`config.mk`:
```
export PLATFORM = sky130hd
export DESIGN_NAME = gt_timers
export DESIGN_NICKNAME = d
export VERILOG_FILES = /design/src/rtl/gt_timers.v
export VERILOG_INCLUDE_DIRS = /design/src /design/src/rtl
export SDC_FILE = /design/constraint.sdc
export NUM_CORES = 1
export LEC_CHECK = 0
export BUFFER_PORTS_ARGS = -buffer_cell sky130_fd_sc_hd__clkbuf_2
export CORE_ASPECT_RATIO = 0.8
export CORE_MARGIN = 5
export CORE_UTILIZATION = 55
export DETAILED_ROUTE_END_ITERATION = 16
export PLACE_DENSITY = 0.73
export SYNTH_ARGS = -nofsm -noshare
export SYNTH_HDL_FRONTEND = slang
export SYNTH_SLANG_ARGS = --single-unit
```
`constraint.sdc`:
```
create_clock -name CLK -period 3.57 [get_ports CLK]
set_input_delay 0.5355 -clock CLK [delete_from_list [all_inputs] [get_ports CLK]]
set_output_delay 0.5355 -clock CLK [all_outputs]
set_load 0.1 [all_outputs]
```
`src/rtl/gt_consts.vh`:
```
// constants for the general timer block: offsets, fields, reset values
// assumes byte addressing on a 32-bit APB, one register per word
`ifndef GT_CONSTS_VH
`define GT_CONSTS_VH
`define GT_OFS_STD_CTRL 8'h00
`define GT_OFS_STD_CNT  8'h04
`define GT_OFS_STD_PER  8'h08
`define GT_OFS_FLAGS    8'h0c
`define GT_OFS_PAIR_A   8'h10
`define GT_OFS_PAIR_B   8'h30
`define GT_IDX_CTRL_LO  3'h0
`define GT_IDX_CTRL_HI  3'h1
`define GT_IDX_CNT_LO   3'h2
`define GT_IDX_CNT_HI   3'h3
`define GT_IDX_PER_LO   3'h4
`define GT_IDX_PER_HI   3'h5
`define GT_RUN   15
`define GT_SIDL  13
`define GT_GATE  6
`define GT_PS_HI 5
`define GT_PS_LO 4
`define GT_CASC  3
`define GT_SYNC  2
`define GT_CS    1
`define GT_STD_MASK 16'ha076
`define GT_LO_MASK  16'ha07a
`define GT_HI_MASK  16'ha072
`define GT_CTRL_RST 16'h0000
`define GT_CNT_RST  16'h0000
`define GT_PER_RST  16'hffff
`define GT_PS_MAX1   8'h00
`define GT_PS_MAX8   8'h07
`define GT_PS_MAX64  8'h3f
`define GT_PS_MAX256 8'hff
`define GT_FLAG_STD  0
`define GT_FLAG_A_LO 1
`define GT_FLAG_A_HI 2
`define GT_FLAG_B_LO 3
`define GT_FLAG_B_HI 4
`endif

```
`src/rtl/gt_timers.v`:
```
// general timers: one standalone 16-bit timer and two 16/32-bit pairs, APB slave
// assumes pins are synchronous to CLK and CLK is the oscillator clock
// Summary of operation
// - standalone 16-bit timer: plain timer, synchronous or unsynchronised external counter
// - control bit 15 runs or stops the count
// - bit 13 set halts the timer while the device idles
// - gate enable bit 6 only acts with the internal clock
// - bits 5-4 select prescale 1, 8, 64 or 256
// - bit 2 selects external clock synchronisation, ignored on internal clock
// - bit 1 selects external pin rising edges or internal half-rate clock
// - flag on period match or, in gated mode, gate falling edge
// - control write while running clears the prescaler
// - unimplemented control bits ignore writes and read zero
// - timer keeps running through idle unless told to stop
// - each pair is two 16-bit synchronous timers or one 32-bit timer
// - lower control bit 3 cascades the pair into 32 bits
// - in 32-bit mode the upper control is ignored, lower controls all
// - in 32-bit mode the upper flag carries the match
// - upper count holds the high word, lower count the low word
// - upper and lower periods form the 32-bit period; match sets flag
// - converter trigger only on first pair: 32-bit match or upper match
`timescale 1ns/1ps
`include "gt_consts.vh"

module gt_tick #(
  parameter ASYNC_OK = 1
) (
  input  wire        clk,
  input  wire        srst,
  input  wire        idle,
  input  wire [15:0] ctrl,
  input  wire        clr,
  input  wire        pin,
  output wire        tick,
  output wire        gate_fall
);
  reg       div;
  reg       s1;
  reg       s2;
  reg       s3;
  reg       a_prev;
  reg [7:0] pre;
  reg [7:0] pmax;
  wire run     = ctrl[`GT_RUN];
  wire ext_sel = ctrl[`GT_CS];
  wire gated   = ctrl[`GT_GATE] & ~ext_sel;
  wire active  = run & ~(idle & ctrl[`GT_SIDL]);
  wire s_edge  = s2 & ~s3;
  wire a_edge  = pin & ~a_prev;
  wire e_edge  = (ctrl[`GT_SYNC] || ASYNC_OK == 0) ? s_edge : a_edge;
  wire i_edge  = div & (~gated | s2);
  wire src     = ext_sel ? e_edge : i_edge;
  assign tick      = active & src & (pre == pmax) & ~clr;
  assign gate_fall = active & gated & s3 & ~s2;

  always @* begin
    case (ctrl[`GT_PS_HI:`GT_PS_LO])
      2'b00:   pmax = `GT_PS_MAX1;
      2'b01:   pmax = `GT_PS_MAX8;
      2'b10:   pmax = `GT_PS_MAX64;
      default: pmax = `GT_PS_MAX256;
    endcase
  end

  always @(posedge clk) begin
    if (srst) begin
      div    <= 1'b0;
      s1     <= 1'b0;
      s2     <= 1'b0;
      s3     <= 1'b0;
      a_prev <= 1'b0;
      pre    <= 8'h00;
    end else begin
      div    <= ~div;
      s1     <= pin;
      s2     <= s1;
      s3     <= s2;
      a_prev <= pin;
      if (!active || clr)
        pre <= 8'h00;
      else if (src)
        pre <= (pre == pmax) ? 8'h00 : pre + 8'h01;
    end
  end
endmodule // gt_tick

module gt_pair #(
  parameter HAS_TRIG = 1
) (
  input  wire        clk,
  input  wire        srst,
  input  wire        idle,
  input  wire        wr_en,
  input  wire [2:0]  idx,
  input  wire [15:0] wdata,
  output reg  [15:0] rd,
  output wire        hit,
  input  wire        pin_lo,
  input  wire        pin_hi,
  output wire        flag_lo,
  output wire        flag_hi,
  output reg         trig
);
  reg  [15:0] ctrl_lo;
  reg  [15:0] ctrl_hi;
  reg  [15:0] cnt_lo;
  reg  [15:0] cnt_hi;
  reg  [15:0] per_lo;
  reg  [15:0] per_hi;
  reg  [15:0] next_cnt_lo;
  reg  [15:0] next_cnt_hi;
  wire        tick_lo;
  wire        tick_hi;
  wire        gf_lo;
  wire        gf_hi;
  wire casc   = ctrl_lo[`GT_CASC];
  wire wr_clo = wr_en & (idx == `GT_IDX_CTRL_LO);
  wire wr_chi = wr_en & (idx == `GT_IDX_CTRL_HI);
  wire wr_nlo = wr_en & (idx == `GT_IDX_CNT_LO);
  wire wr_nhi = wr_en & (idx == `GT_IDX_CNT_HI);
  wire m32    = ({cnt_hi, cnt_lo} == {per_hi, per_lo});
  wire m_lo   = tick_lo & (cnt_lo == per_lo);
  wire m_hi   = tick_hi & (cnt_hi == per_hi);
  wire m_cas  = tick_lo & m32;
  assign hit     = (idx <= `GT_IDX_PER_HI);
  assign flag_lo = ~casc & (m_lo | gf_lo);
  assign flag_hi = casc ? (m_cas | gf_lo) : (m_hi | gf_hi);

  gt_tick #(.ASYNC_OK(0)) u_lo (
    .clk       (clk),
    .srst      (srst),
    .idle      (idle),
    .ctrl      (ctrl_lo),
    .clr       (wr_clo & ctrl_lo[`GT_RUN]),
    .pin       (pin_lo),
    .tick      (tick_lo),
    .gate_fall (gf_lo)
  );

  // upper unit stays idle in 32-bit mode so its control has no effect
  gt_tick #(.ASYNC_OK(0)) u_hi (
    .clk       (clk),
    .srst      (srst),
    .idle      (idle),
    .ctrl      (casc ? `GT_CTRL_RST : ctrl_hi),
    .clr       (wr_chi & ctrl_hi[`GT_RUN]),
    .pin       (pin_hi),
    .tick      (tick_hi),
    .gate_fall (gf_hi)
  );

  always @* begin
    case (idx)
      `GT_IDX_CTRL_LO: rd = ctrl_lo;
      `GT_IDX_CTRL_HI: rd = ctrl_hi;
      `GT_IDX_CNT_LO:  rd = cnt_lo;
      `GT_IDX_CNT_HI:  rd = cnt_hi;
      `GT_IDX_PER_LO:  rd = per_lo;
      `GT_IDX_PER_HI:  rd = per_hi;
      default:         rd = 16'h0000;
    endcase
  end

  always @(posedge clk) begin
    if (srst) begin
      ctrl_lo <= `GT_CTRL_RST;
      ctrl_hi <= `GT_CTRL_RST;
      per_lo  <= `GT_PER_RST;
      per_hi  <= `GT_PER_RST;
      trig    <= 1'b0;
    end else begin
      if (wr_clo)
        ctrl_lo <= wdata & `GT_LO_MASK;
      if (wr_chi)
        ctrl_hi <= wdata & `GT_HI_MASK;
      if (wr_en && idx == `GT_IDX_PER_LO)
        per_lo <= wdata;
      if (wr_en && idx == `GT_IDX_PER_HI)
        per_hi <= wdata;
      trig <= (HAS_TRIG != 0) & (casc ? m_cas : m_hi);
    end
  end

  // count writes from software win over a tick in the same cycle
  always @* begin
    next_cnt_lo = cnt_lo;
    next_cnt_hi = cnt_hi;
    if (tick_lo) begin
      if (casc ? m32 : (cnt_lo == per_lo))
        next_cnt_lo = 16'h0000;
      else
        next_cnt_lo = cnt_lo + 16'h0001;
    end
    // the 32-bit count has no snapshot: software reads high, low, high
    if (casc && tick_lo) begin
      if (m32)
        next_cnt_hi = 16'h0000;
      else
        next_cnt_hi = cnt_hi + {15'h0000, &cnt_lo};
    end else if (!casc && tick_hi) begin
      if (cnt_hi == per_hi)
        next_cnt_hi = 16'h0000;
      else
        next_cnt_hi = cnt_hi + 16'h0001;
    end
    if (wr_nlo)
      next_cnt_lo = wdata;
    if (wr_nhi)
      next_cnt_hi = wdata;
  end

  always @(posedge clk) begin
    if (srst) begin
      cnt_lo <= `GT_CNT_RST;
      cnt_hi <= `GT_CNT_RST;
    end else begin
      cnt_lo <= next_cnt_lo;
      cnt_hi <= next_cnt_hi;
    end
  end
endmodule // gt_pair

module gt_timers (
  input  wire        CLK,
  input  wire        SRST,
  input  wire        PSEL,
  input  wire        PENABLE,
  input  wire        PWRITE,
  input  wire [7:0]  PADDR,
  input  wire [31:0] PWDATA,
  output wire [31:0] PRDATA,
  output wire        PREADY,
  output wire        PSLVERR,
  input  wire        IDLE,
  input  wire        STANDALONE_EXT_CLOCK_PIN,
  input  wire        PAIR_A_LO_PIN,
  input  wire        PAIR_A_HI_PIN,
  input  wire        PAIR_B_LO_PIN,
  input  wire        PAIR_B_HI_PIN,
  output wire [4:0]  FLAGS,
  output wire        ADC_TRIG
);
  reg  [15:0] std_ctrl;
  reg  [15:0] std_cnt;
  reg  [15:0] std_per;
  reg  [15:0] next_std_cnt;
  reg  [4:0]  flags;
  reg  [31:0] rdata;
  reg  [15:0] rmux;
  reg         hit;
  wire        std_tick;
  wire        std_gf;
  wire [15:0] rd_a;
  wire [15:0] rd_b;
  wire        hit_a;
  wire        hit_b;
  wire        fa_lo;
  wire        fa_hi;
  wire        fb_lo;
  wire        fb_hi;
  wire        in_a  = (PADDR >= `GT_OFS_PAIR_A) && (PADDR < `GT_OFS_PAIR_A + 8'h18);
  wire        in_b  = (PADDR >= `GT_OFS_PAIR_B) && (PADDR < `GT_OFS_PAIR_B + 8'h18);
  wire        al    = (PADDR[1:0] == 2'b00);
  wire [7:0]  off_a = PADDR - `GT_OFS_PAIR_A;
  wire [7:0]  off_b = PADDR - `GT_OFS_PAIR_B;
  wire        wr    = PSEL & PENABLE & PWRITE & hit;
  wire        wr_sc = wr & (PADDR == `GT_OFS_STD_CTRL);
  wire        std_m = std_tick & (std_cnt == std_per);
  wire [4:0]  set_v = {fb_hi, fb_lo, fa_hi, fa_lo, std_m | std_gf};
  wire [4:0]  clr_v = (wr && PADDR == `GT_OFS_FLAGS) ? PWDATA[4:0] : 5'h00;
  assign PREADY  = 1'b1;
  assign PSLVERR = PSEL & PENABLE & ~hit;
  assign PRDATA  = rdata;
  assign FLAGS   = flags;

  gt_tick #(.ASYNC_OK(1)) u_std (
    .clk       (CLK),
    .srst      (SRST),
    .idle      (IDLE),
    .ctrl      (std_ctrl),
    .clr       (wr_sc & std_ctrl[`GT_RUN]),
    .pin       (STANDALONE_EXT_CLOCK_PIN),
    .tick      (std_tick),
    .gate_fall (std_gf)
  );

  gt_pair #(.HAS_TRIG(1)) u_pair_a (
    .clk     (CLK),
    .srst    (SRST),
    .idle    (IDLE),
    .wr_en   (wr & in_a),
    .idx     (off_a[4:2]),
    .wdata   (PWDATA[15:0]),
    .rd      (rd_a),
    .hit     (hit_a),
    .pin_lo  (PAIR_A_LO_PIN),
    .pin_hi  (PAIR_A_HI_PIN),
    .flag_lo (fa_lo),
    .flag_hi (fa_hi),
    .trig    (ADC_TRIG)
  );

  gt_pair #(.HAS_TRIG(0)) u_pair_b (
    .clk     (CLK),
    .srst    (SRST),
    .idle    (IDLE),
    .wr_en   (wr & in_b),
    .idx     (off_b[4:2]),
    .wdata   (PWDATA[15:0]),
    .rd      (rd_b),
    .hit     (hit_b),
    .pin_lo  (PAIR_B_LO_PIN),
    .pin_hi  (PAIR_B_HI_PIN),
    .flag_lo (fb_lo),
    .flag_hi (fb_hi),
    .trig    ()
  );

  always @* begin
    hit  = al;
    rmux = 16'h0000;
    if (in_a) begin
      rmux = rd_a;
      hit  = al & hit_a;
    end else if (in_b) begin
      rmux = rd_b;
      hit  = al & hit_b;
    end else begin
      case (PADDR)
        `GT_OFS_STD_CTRL: rmux = std_ctrl;
        `GT_OFS_STD_CNT:  rmux = std_cnt;
        `GT_OFS_STD_PER:  rmux = std_per;
        `GT_OFS_FLAGS:    rmux = {11'h000, flags};
        default:          hit  = 1'b0;
      endcase
    end
    // refused accesses read as zero
    if (!hit)
      rmux = 16'h0000;
  end

  // a count write from software wins over a tick in the same cycle
  always @* begin
    next_std_cnt = std_cnt;
    if (std_tick)
      next_std_cnt = (std_cnt == std_per) ? 16'h0000 : std_cnt + 16'h0001;
    if (wr && PADDR == `GT_OFS_STD_CNT)
      next_std_cnt = PWDATA[15:0];
  end

  always @(posedge CLK) begin
    if (SRST) begin
      std_ctrl <= `GT_CTRL_RST;
      std_per  <= `GT_PER_RST;
      std_cnt  <= `GT_CNT_RST;
      flags    <= 5'h00;
      rdata    <= 32'h00000000;
    end else begin
      if (wr_sc)
        std_ctrl <= PWDATA[15:0] & `GT_STD_MASK;
      if (wr && PADDR == `GT_OFS_STD_PER)
        std_per <= PWDATA[15:0];
      std_cnt <= next_std_cnt;
      // set wins over a simultaneous clear
      flags <= (flags & ~clr_v) | set_v;
      // read data is latched in the setup cycle, so a count read is one cycle old
      if (PSEL && !PENABLE)
        rdata <= {16'h0000, rmux};
    end
  end
endmodule // gt_timers

```
==> results.toml, run 1 <==
[placed_design]
dp_hpwl_microns = 38900
gp_congestion = 1.02
place_area_sq_um = 16400
port_buffers = 57

[setup_path]
critPathLaunch = "u_pair_a.cnt_lo[0]"
setup.worst_path.class = "register to register"
worstPathRequired_ns = 4.04
r2r_start = "u_pair_a.cnt_lo[0]"
cp.arrival_ns = 3.89
worstSetupStartpointType = "register"
critPathCaptureType = "register"
critPathMaxFanout = 5

[global_route]
grt_antenna_before_repair = 0
grt_pass1_vias = 14500
grt_max_degree = 45
grt.total_usage_pct = 33.3
grt_pass1_wl_microns = 84900
grt.overflow.total = 0

[die]
fp.dieH_microns = 160
ios = 91
rows = 55
start_util_pct = 55.2
fp.coreArea_sq_um = 28100
die_area_sq_um = 31700
die_w_microns = 198

[clocking]
cts.sinks = 275
htree_num_levels = 1
cts_buffer_depth = 3
path_clk_slew_ns = 0.07
clockRootBuffer = "clkbuf_16"
hold_buffers = 0
cts_tree = "yes"
cts_buffers = 29
clk_latency_ns = 0.56

[layout]
fillers = 2527
drive_gt1_share_pct = 11.9
stdcell_area_sq_um = 17500
antenna_cells = 0
area_growth_pct = 12.5
layout.nets = 2122

[sta]
min_period_ns = 3.41
relSlewSlack_pct = 36.7
setup-tns-final_ns = 0
hold_violations = 0
fmax_ghz = 0.293
finalSetupViolCount = 0
fin_crit_sh_pct = 95.7
tightestPinTransition_ns = 0.949
finClkSkew_ns = 0.0159
slew_viol_final = 0

[route]
firstDrtPassIters = 6
wirelength_microns = 54900
drtIter0Drc = 2313
vias = 16000
final_antenna_net_count = 0
via_per_inst = 6.55
route.detailed.drc = 0
avgRoutedWirePerCell_microns = 22.4

[synth]
async_flop_share_pct = 0
ys.flop_type = "dfxtp_1"
synth_area_per_cell_sq_um = 7.72
synth.most_common_cell = "dfxtp_1"
ys_seq_elements = 275
yosysUniqueCellTypes = 88
netlist.area_leader.share_pct = 35.5
yosysTopAreaCell = "dfxtp_1"
syn_inst = 2010
yosys-top-cells-area = "dfxtp_1 (35%), nand2_1 (6.5%), nor2_1 (5.3%)"
synth_common_cells = "dfxtp_1 (275), nand2_1 (270), nor2_1 (221), nand3_1 (134), clkbuf_1 (110)"
yosys_warnings = 0
synth_area_sq_um = 15500
ys_seq_area_share_pct = 35.5
synth_edf_count = 0

[power]
p_leak_nw = 6.62
netSwitchingPower_mw = 1.68
p_per_area_nw_per_um2 = 392
clockPowerShare_pct = 48.4
switching_share_pct = 24.5
combPwrFrac_pct = 6.5
seqPwrFrac_pct = 45.1
p_int_mw = 5.18
peakVddDrop_mv = 0.370

[run_status]
status = "complete, no violations"

[job]
drv_cap = 0

[hold_path]
min_path_type = "input port to register"
hold_start = "PAIR_A_HI_PIN"
-- layout by cell type (no fill, tap or decap), drive strengths merged, types with 34 or more instances in the layout --
cell      n
dfxtp   275
buf      96
nor3     45
nand3   136
xnor2    79
o21ai    85
xor2     38
clkbuf   91
a22oi    95
mux2i    36
inv      43
a21oi    99
nand2   270
nand4    34
nor2    223
and3     42
-- per-stage QoR --
stage                     power, mW  hold slack [ns]  instances  utilization, %  setup WS, ns
after CTS                      6.85            0.176       2448            62.0        0.0758
after global placement         3.58            0.400       2395            58.3         0.203
after floorplan                3.44            0.386       2025               -         0.255
final                          6.85            0.198       2449            62.2         0.155
after detailed placement       3.59            0.404       2395            58.3         0.110
after global routing           7.01            0.201       2449            62.2       -0.0167
-- worst max-delay path, stage by stage (launching register included) --
cell,delay (ns)
dfxtp_1,0.34
ha_1,0.21
nand3_1,0.24
nor3_2,0.28
and3_1,0.25
and3_1,0.21
and3_1,0.23
and3_1,0.23
ha_1,0.24
ha_1,0.23
a22oi_1,0.12
nor3b_2,0.23
buf_4,0.16
nand3b_1,0.08
a311oi_1,0.26
-- cell type report --
cell class	count	area, sq um	area share [%]
Clock buffer	35	788	4.52
Clock inverter	18	248	1.42
Inverter	44	165	0.946
Multi-Input combinational cell	1555	9280	53.2
Sequential cell	275	5510	31.5
Tap cell	370	463	2.65
Timing Repair Buffer	152	1000	5.76
-- metal layers --
layer	vias to the layer above	track usage [%]	routed length [microns]
met1	7578	50.6	23600
met4	0	10.3	2140
li1	7313	-	-
met3	158	9.77	7360
met5	-	0	0
met2	984	45.0	21700
-- power by group through the flow --
stage	combinational, mW	sequential, mW	clock [mW]
global placement	0.426	3.16	0
CTS	0.430	3.09	3.33
floorplan	0.285	3.16	0
finish	0.447	3.09	3.31
global route	0.462	3.09	3.46
detailed placement	0.429	3.16	0
-- repair_timing --
| action | 4_1_cts | 5_1_grt |
|---|---|---|
| setup buffers | 0 | 1 |
| endpoints found under the setup margin | 0 | 16 |
| resized for setup | 0 | 9 |
-- registers in the layout (all words and copies together), names as in the netlist, 8 cells and up --
register and flops:
PRDATA 16, std_cnt 16, std_per 16, u_pair_a.cnt_hi 16
u_pair_a.cnt_lo 16, u_pair_a.per_hi 16, u_pair_a.per_lo 16, u_pair_b.cnt_hi 16
u_pair_b.cnt_lo 16, u_pair_b.per_hi 16, u_pair_b.per_lo 16, u_pair_a.u_hi.pre 8
u_pair_a.u_lo.pre 8, u_pair_b.u_hi.pre 8, u_pair_b.u_lo.pre 8, u_std.pre 8
-- final timing paths --
path	endpoint	slack, ns	depth (start not counted)
hold / removal	u_pair_a.u_hi.s1	0.20	2
setup reg to reg	u_pair_a.cnt_hi[14]	0.16	14
setup / recovery	u_pair_a.cnt_hi[14]	0.16	14
hold reg to reg	u_pair_a.u_lo.div	0.42	1
-- kinds of logic (layout without fill, tap and decap cells) --
group / after synthesis / after routing / share of synthesized area (%)
compound gates: 469 / 469 / 20.8
xor+xnor: 117 / 117 / 6.61
fa+ha+maj: 14 / 14 / 1.13
mux: 43 / 43 / 2.90
other cells: 2 / 17 / 0.0484
flops: 275 / 275 / 35.5
buf+inv: 195 / 249 / 5.38
simple gates: 895 / 895 / 27.6
Power figures use the tool's default switching activity.
==> inputs of run 2 (changes only) <==
==> constraint.sdc (replaced) <==
create_clock -name CLK -period 3.2 [get_ports CLK]
set_input_delay 0.48 -clock CLK [delete_from_list [all_inputs] [get_ports CLK]]
set_output_delay 0.48 -clock CLK [all_outputs]
set_load 0.1 [all_outputs]
==> results.toml, run 2 (synthesized netlist as in run 1, its figures left out) <==
[route]
route.detailed.drc = 0
firstDrtPassIters = 7
avgRoutedWirePerCell_microns = 22.0
via_per_inst = 6.49
drtIter0Drc = 2477
vias = 16200
final_antenna_net_count = 0
wirelength_microns = 55000

[setup_path]
cp_common_cell = "and3_4"
critPathCaptureType = "register"
setup.worst_path.class = "register to register"
cp.arrival_ns = 3.59
critPathMaxFanout = 3
worstPathRequired_ns = 3.66
critical-path-slowest-cell = "dfxtp_2"
cp_num_buf_inv = 1
worst_path_largest_cell_delay_ns = 0.37
critical_path.cell_chain = "ha_4 > nand3_4 > nor3_4 > and3_4 > and3_4 > and3_4 > and3_4 > ha_4 > ha_4 > nand3_2 > or2_4 > inv_2 > a22o_1 > and3_4 > nor3_1 > nor4_1"
worstSetupStartpointType = "register"
crit_family = "simple AND/OR/NAND/NOR gates"

[sta]
worst_slack_ns = 0.0680
fmax_ghz = 0.319
finalSetupViolCount = 0
relSlewSlack_pct = 44.9
finClkSkew_ns = 0.0157
tightestPinTransition_ns = 0.823
hold_violations = 0
min_period_ns = 3.13
fin_crit_sh_pct = 97.9
slew_viol_final = 0
grt_setup_unrepaired = "true"

[global_route]
grt_antenna_before_repair = 1
grt_pass1_wl_microns = 83800
grt_pass1_vias = 14500
grt.total_usage_pct = 32.9
grt_max_degree = 161
grt.overflow.total = 0

[layout]
fin_cells = 2501
antenna_cells = 0
drive_gt1_share_pct = 14.8
layout_commonest_cell = "dfxtp_1"
layout.nets = 2176
final_core_utilization_pct = 64.3
area_growth_pct = 16.5
stdcell_area_sq_um = 18100
layout_common_cells = "dfxtp_1 (273), nand2_1 (270), nor2_1 (216)"

[placed_design]
place_area_sq_um = 16800
dp_hpwl_microns = 38700
gp_congestion = 0.984
port_buffers = 57
post-place-ws_ns = -0.0872
dp.cells = 2444

[clocking]
clockRootBuffer = "clkbuf_16"
path_clk_slew_ns = 0.07
cts_buffer_depth = 3
cts_buffers = 29
hold_buffers = 0
htree_num_levels = 1
clk_latency_ns = 0.57
cts.sinks = 275
cts_tree = "yes"

[die]
die_w_microns = 198
rows = 55
fp.dieH_microns = 160
ios = 91
fp.coreArea_sq_um = 28100
die_area_sq_um = 31700
start_util_pct = 55.2

[run_status]
status = "complete, no violations"

[job]
drv_cap = 0

[hold_path]
min_path_type = "input port to register"

[power]
p_leak_nw = 6.92
p_per_area_nw_per_um2 = 431
total_power_mw = 7.79
peakVddDrop_mv = 0.448
[run 2: cell count changes in the layout (fill, tap and decap cells not counted), moves of 2 or more]
cell	before	now
clkbuf_8	4	7
dfxtp_2	0	2
ha_4	0	3
and3_4	0	6
buf_4	95	146
and3_1	42	36
clkinv_2	10	4
dfxtp_1	275	273
ha_1	12	8
buf_12	0	5
nand3_1	133	131
nand3_2	1	3
[run 2: area by class of cell]
cell class	instances	area [sq um]
inverter	44	165
tap	370	463
multi-input combinational	1555	9390
clock buffer	39	833
sequential	275	5510
clock inverter	12	239
fill	2479	10000
timing repair buffer	206	1470
[run 2: repair_timing]
item / 4_1_cts / 5_1_grt
pin swaps: 3 / 11
resized for setup: 3 / 29
endpoints found under the setup margin: 8 / 24
buffers inserted: 1 / 5
[run 2: per-stage QoR]
step / TNS [ns] / hold slack, ns
after floorplan: 0 / 0.386
after global placement: -0.0425 / 0.393
after detailed placement: -0.327 / 0.404
after CTS: 0 / 0.115
after global routing: -0.0546 / 0.148
final: 0 / 0.125
[run 2: worst paths after layout]
path / start / endpoint / slack (ns) / cells after the start
worst max-delay path: u_pair_b.cnt_lo[1] / u_pair_b.cnt_hi[12] / 0.07 / 16
worst min register to register: u_pair_a.u_lo.div / u_pair_a.u_lo.div / 0.42 / 1
worst max register to register: u_pair_b.cnt_lo[1] / u_pair_b.cnt_hi[12] / 0.07 / 16
worst min-delay path: PAIR_A_HI_PIN / u_pair_a.u_hi.s1 / 0.13 / 2
[run 2: per-layer routing]
| metal | vias to the layer above | part of all wire [%] | track usage (%) |
|---|---|---|---|
| li1 | 7415 | - | - |
| met2 | 1035 | 41 | 45.5 |
| met5 | - | 0.024 | 0 |
| met3 | 132 | 13 | 9.79 |
| met4 | 2 | 2.9 | 8.51 |
| met1 | 7648 | 43 | 49.5 |
[run 2: report_power, final]
group	internal, mW	leakage, nW	switching (mW)	total (mW)
sequential	3.44	2.22	0.0102	3.45
clock	2.38	0.530	1.47	3.85
combinational	0.113	4.16	0.389	0.502
total	5.92	6.92	1.87	7.79
[run 2: worst register-to-register path: cells and delay by family (launching register included)]
kind            cells  cell delay, ns
fa+ha+maj           3            0.44
simple gates       11            1.98
flops               1            0.37
buf+inv             1            0.07
compound gates      1            0.15
==> inputs of run 3 (changes only) <==
--- a/config.mk
+++ b/config.mk
@@ -14,4 +14,5 @@
 export PLACE_DENSITY = 0.73
 export SYNTH_ARGS = -nofsm -noshare
 export SYNTH_HDL_FRONTEND = slang
+export SYNTH_HIERARCHICAL = 1
 export SYNTH_SLANG_ARGS = --single-unit
==> results.toml, run 3 <==
[route]
via_per_inst = 6.47
wirelength_microns = 60000
vias = 17600
route.detailed.drc = 0
drtIter0Drc = 2597
avgRoutedWirePerCell_microns = 22.0
firstDrtPassIters = 7
final_antenna_net_count = 0

[clocking]
htree_num_levels = 1
clk_latency_ns = 0.59
cts_buffers = 30
path_clk_slew_ns = 0.07
clockRootBuffer = "clkbuf_16"
cts.sinks = 275
hold_buffers = 0
cts_tree = "yes"
cts_buffer_depth = 3

[sta]
setup-tns-final_ns = -0.0321
slew_viol_final = 0
finalSetupViolCount = 1
fin_crit_sh_pct = 101
min_period_ns = 3.23
fmax_ghz = 0.309
hold_violations = 0
worst_slack_ns = -0.0321
tightestPinTransition_ns = 1.15
finClkSkew_ns = 0.0216
relSlewSlack_pct = 23.0
grt_setup_unrepaired = "true"

[layout]
layout_common_cells = "nand2_1 (312), dfxtp_1 (272), buf_4 (171)"
layout.nets = 2344
area_growth_pct = 15.6
drive_gt1_share_pct = 17.5
stdcell_area_sq_um = 19900
layout_commonest_cell = "nand2_1"

[power]
total_power_mw = 7.61
combPwrFrac_pct = 8.3
p_int_mw = 5.64
peakVddDrop_mv = 0.388
p_leak_nw = 7.69
switching_share_pct = 25.9
netSwitchingPower_mw = 1.97
clockPowerShare_pct = 46.2
p_per_area_nw_per_um2 = 381
seqPwrFrac_pct = 45.4

[placed_design]
dp_hpwl_microns = 42400
port_buffers = 57
gp_congestion = 0.980
place_area_sq_um = 18700
post-place-ws_ns = -0.321

[setup_path]
critPathMaxFanout = 4
critical-path-slowest-cell = "or4_4"
worstPathRequired_ns = 3.68
worstSetupStartpointType = "register"
worst_path_largest_cell_delay_ns = 0.55
critPathCaptureType = "register"
cp.arrival_ns = 3.71
critical_path.cell_chain = "or3_4 > mux2_4 > or4_4 > nor3_4 > mux2i_1 > buf_4 > or4_4 > nand2_1 > a221oi_1 > a211oi_1"
setup.worst_path.class = "register to register"
cp_common_cell = "or4_4"

[die]
ios = 91
fp.coreArea_sq_um = 31200
die_w_microns = 208
start_util_pct = 55.3
rows = 58
die_area_sq_um = 35000
fp.dieH_microns = 168

[global_route]
grt_pass1_wl_microns = 91800
grt_pass1_vias = 16100
grt.total_usage_pct = 32.3
grt_max_degree = 65
grt_antenna_before_repair = 0
grt.overflow.total = 0

[hold_path]
min_path_type = "input port to register"

[run_status]
status = "finished, violations left"
failed_checks = "negative setup slack"

[synth]
syn_inst = 2165
synth_area_per_cell_sq_um = 7.97
yosys_warnings = 6
synth_area_sq_um = 17300

[job]
drv_cap = 0
run 3: power by group through the flow:
stage	Clock (mW)	Sequential, mW	Combinational (mW)
after floorplan	0	3.53	0.408
after global placement	0	3.53	0.600
after detailed placement	0	3.53	0.608
after CTS	3.55	3.46	0.611
after global routing	3.70	3.46	0.658
final	3.52	3.46	0.633
run 3: metrics by stage:
step	std cells	hold slack (ns)	utilization, %
after detailed placement	2657	0.426	60.1
after global placement	2657	0.425	60.1
after CTS	2712	0.102	63.3
after floorplan	2180	0.408	-
final	2723	0.124	63.9
after global routing	2722	0.107	63.9
run 3: worst max-delay path, delay by kind of cell, from the launching register on:
family	cells	cell delay (ns)
and+or+nand+nor	5	1.83
buffers and inverters	1	0.19
muxes	2	0.42
AOI/OAI and AO/OA	2	0.33
DFF	1	0.35
run 3: layout make-up:
type	instances	area, sq um
Fill cell	2640	11300
Multi-Input combinational cell	1704	11100
Sequential cell	275	5510
Timing Repair Buffer	235	1700
Clock buffer	41	852
Tap cell	420	526
Clock inverter	14	138
Inverter	33	126
Antenna cell	1	2.50
run 3: final timing paths:
| check | start | endpoint | slack (ns) | depth (start not counted) |
|---|---|---|---|---|
| max | u_pair_a/u_lo/pre[0] | u_pair_a/cnt_hi[5] | -0.03 | 10 |
| min | PAIR_B_HI_PIN | u_pair_b/u_hi/s1 | 0.12 | 2 |
| max reg2reg | u_pair_a/u_lo/pre[0] | u_pair_a/cnt_hi[5] | -0.03 | 10 |
| min reg2reg | u_pair_a/u_lo/s1 | u_pair_a/u_lo/s2 | 0.45 | 1 |
run 3: repair_timing:
| action | CTS | global route |
|---|---|---|
| resized for setup | 4 | 35 |
| hold endpoints to repair | 0 | 0 |
| pin swaps | 0 | 13 |
| buffers inserted | 0 | 9 |
| setup endpoints to repair | 7 | 20 |
| gates cloned | 0 | 1 |
run 3: per-layer routing:
layer / routed length, microns / GRT usage (%)
met1: 25200 / 46.6
met2: 25000 / 47.7
met3: 7590 / 7.10
met4: 2230 / 11.3
met5: 23 / 0
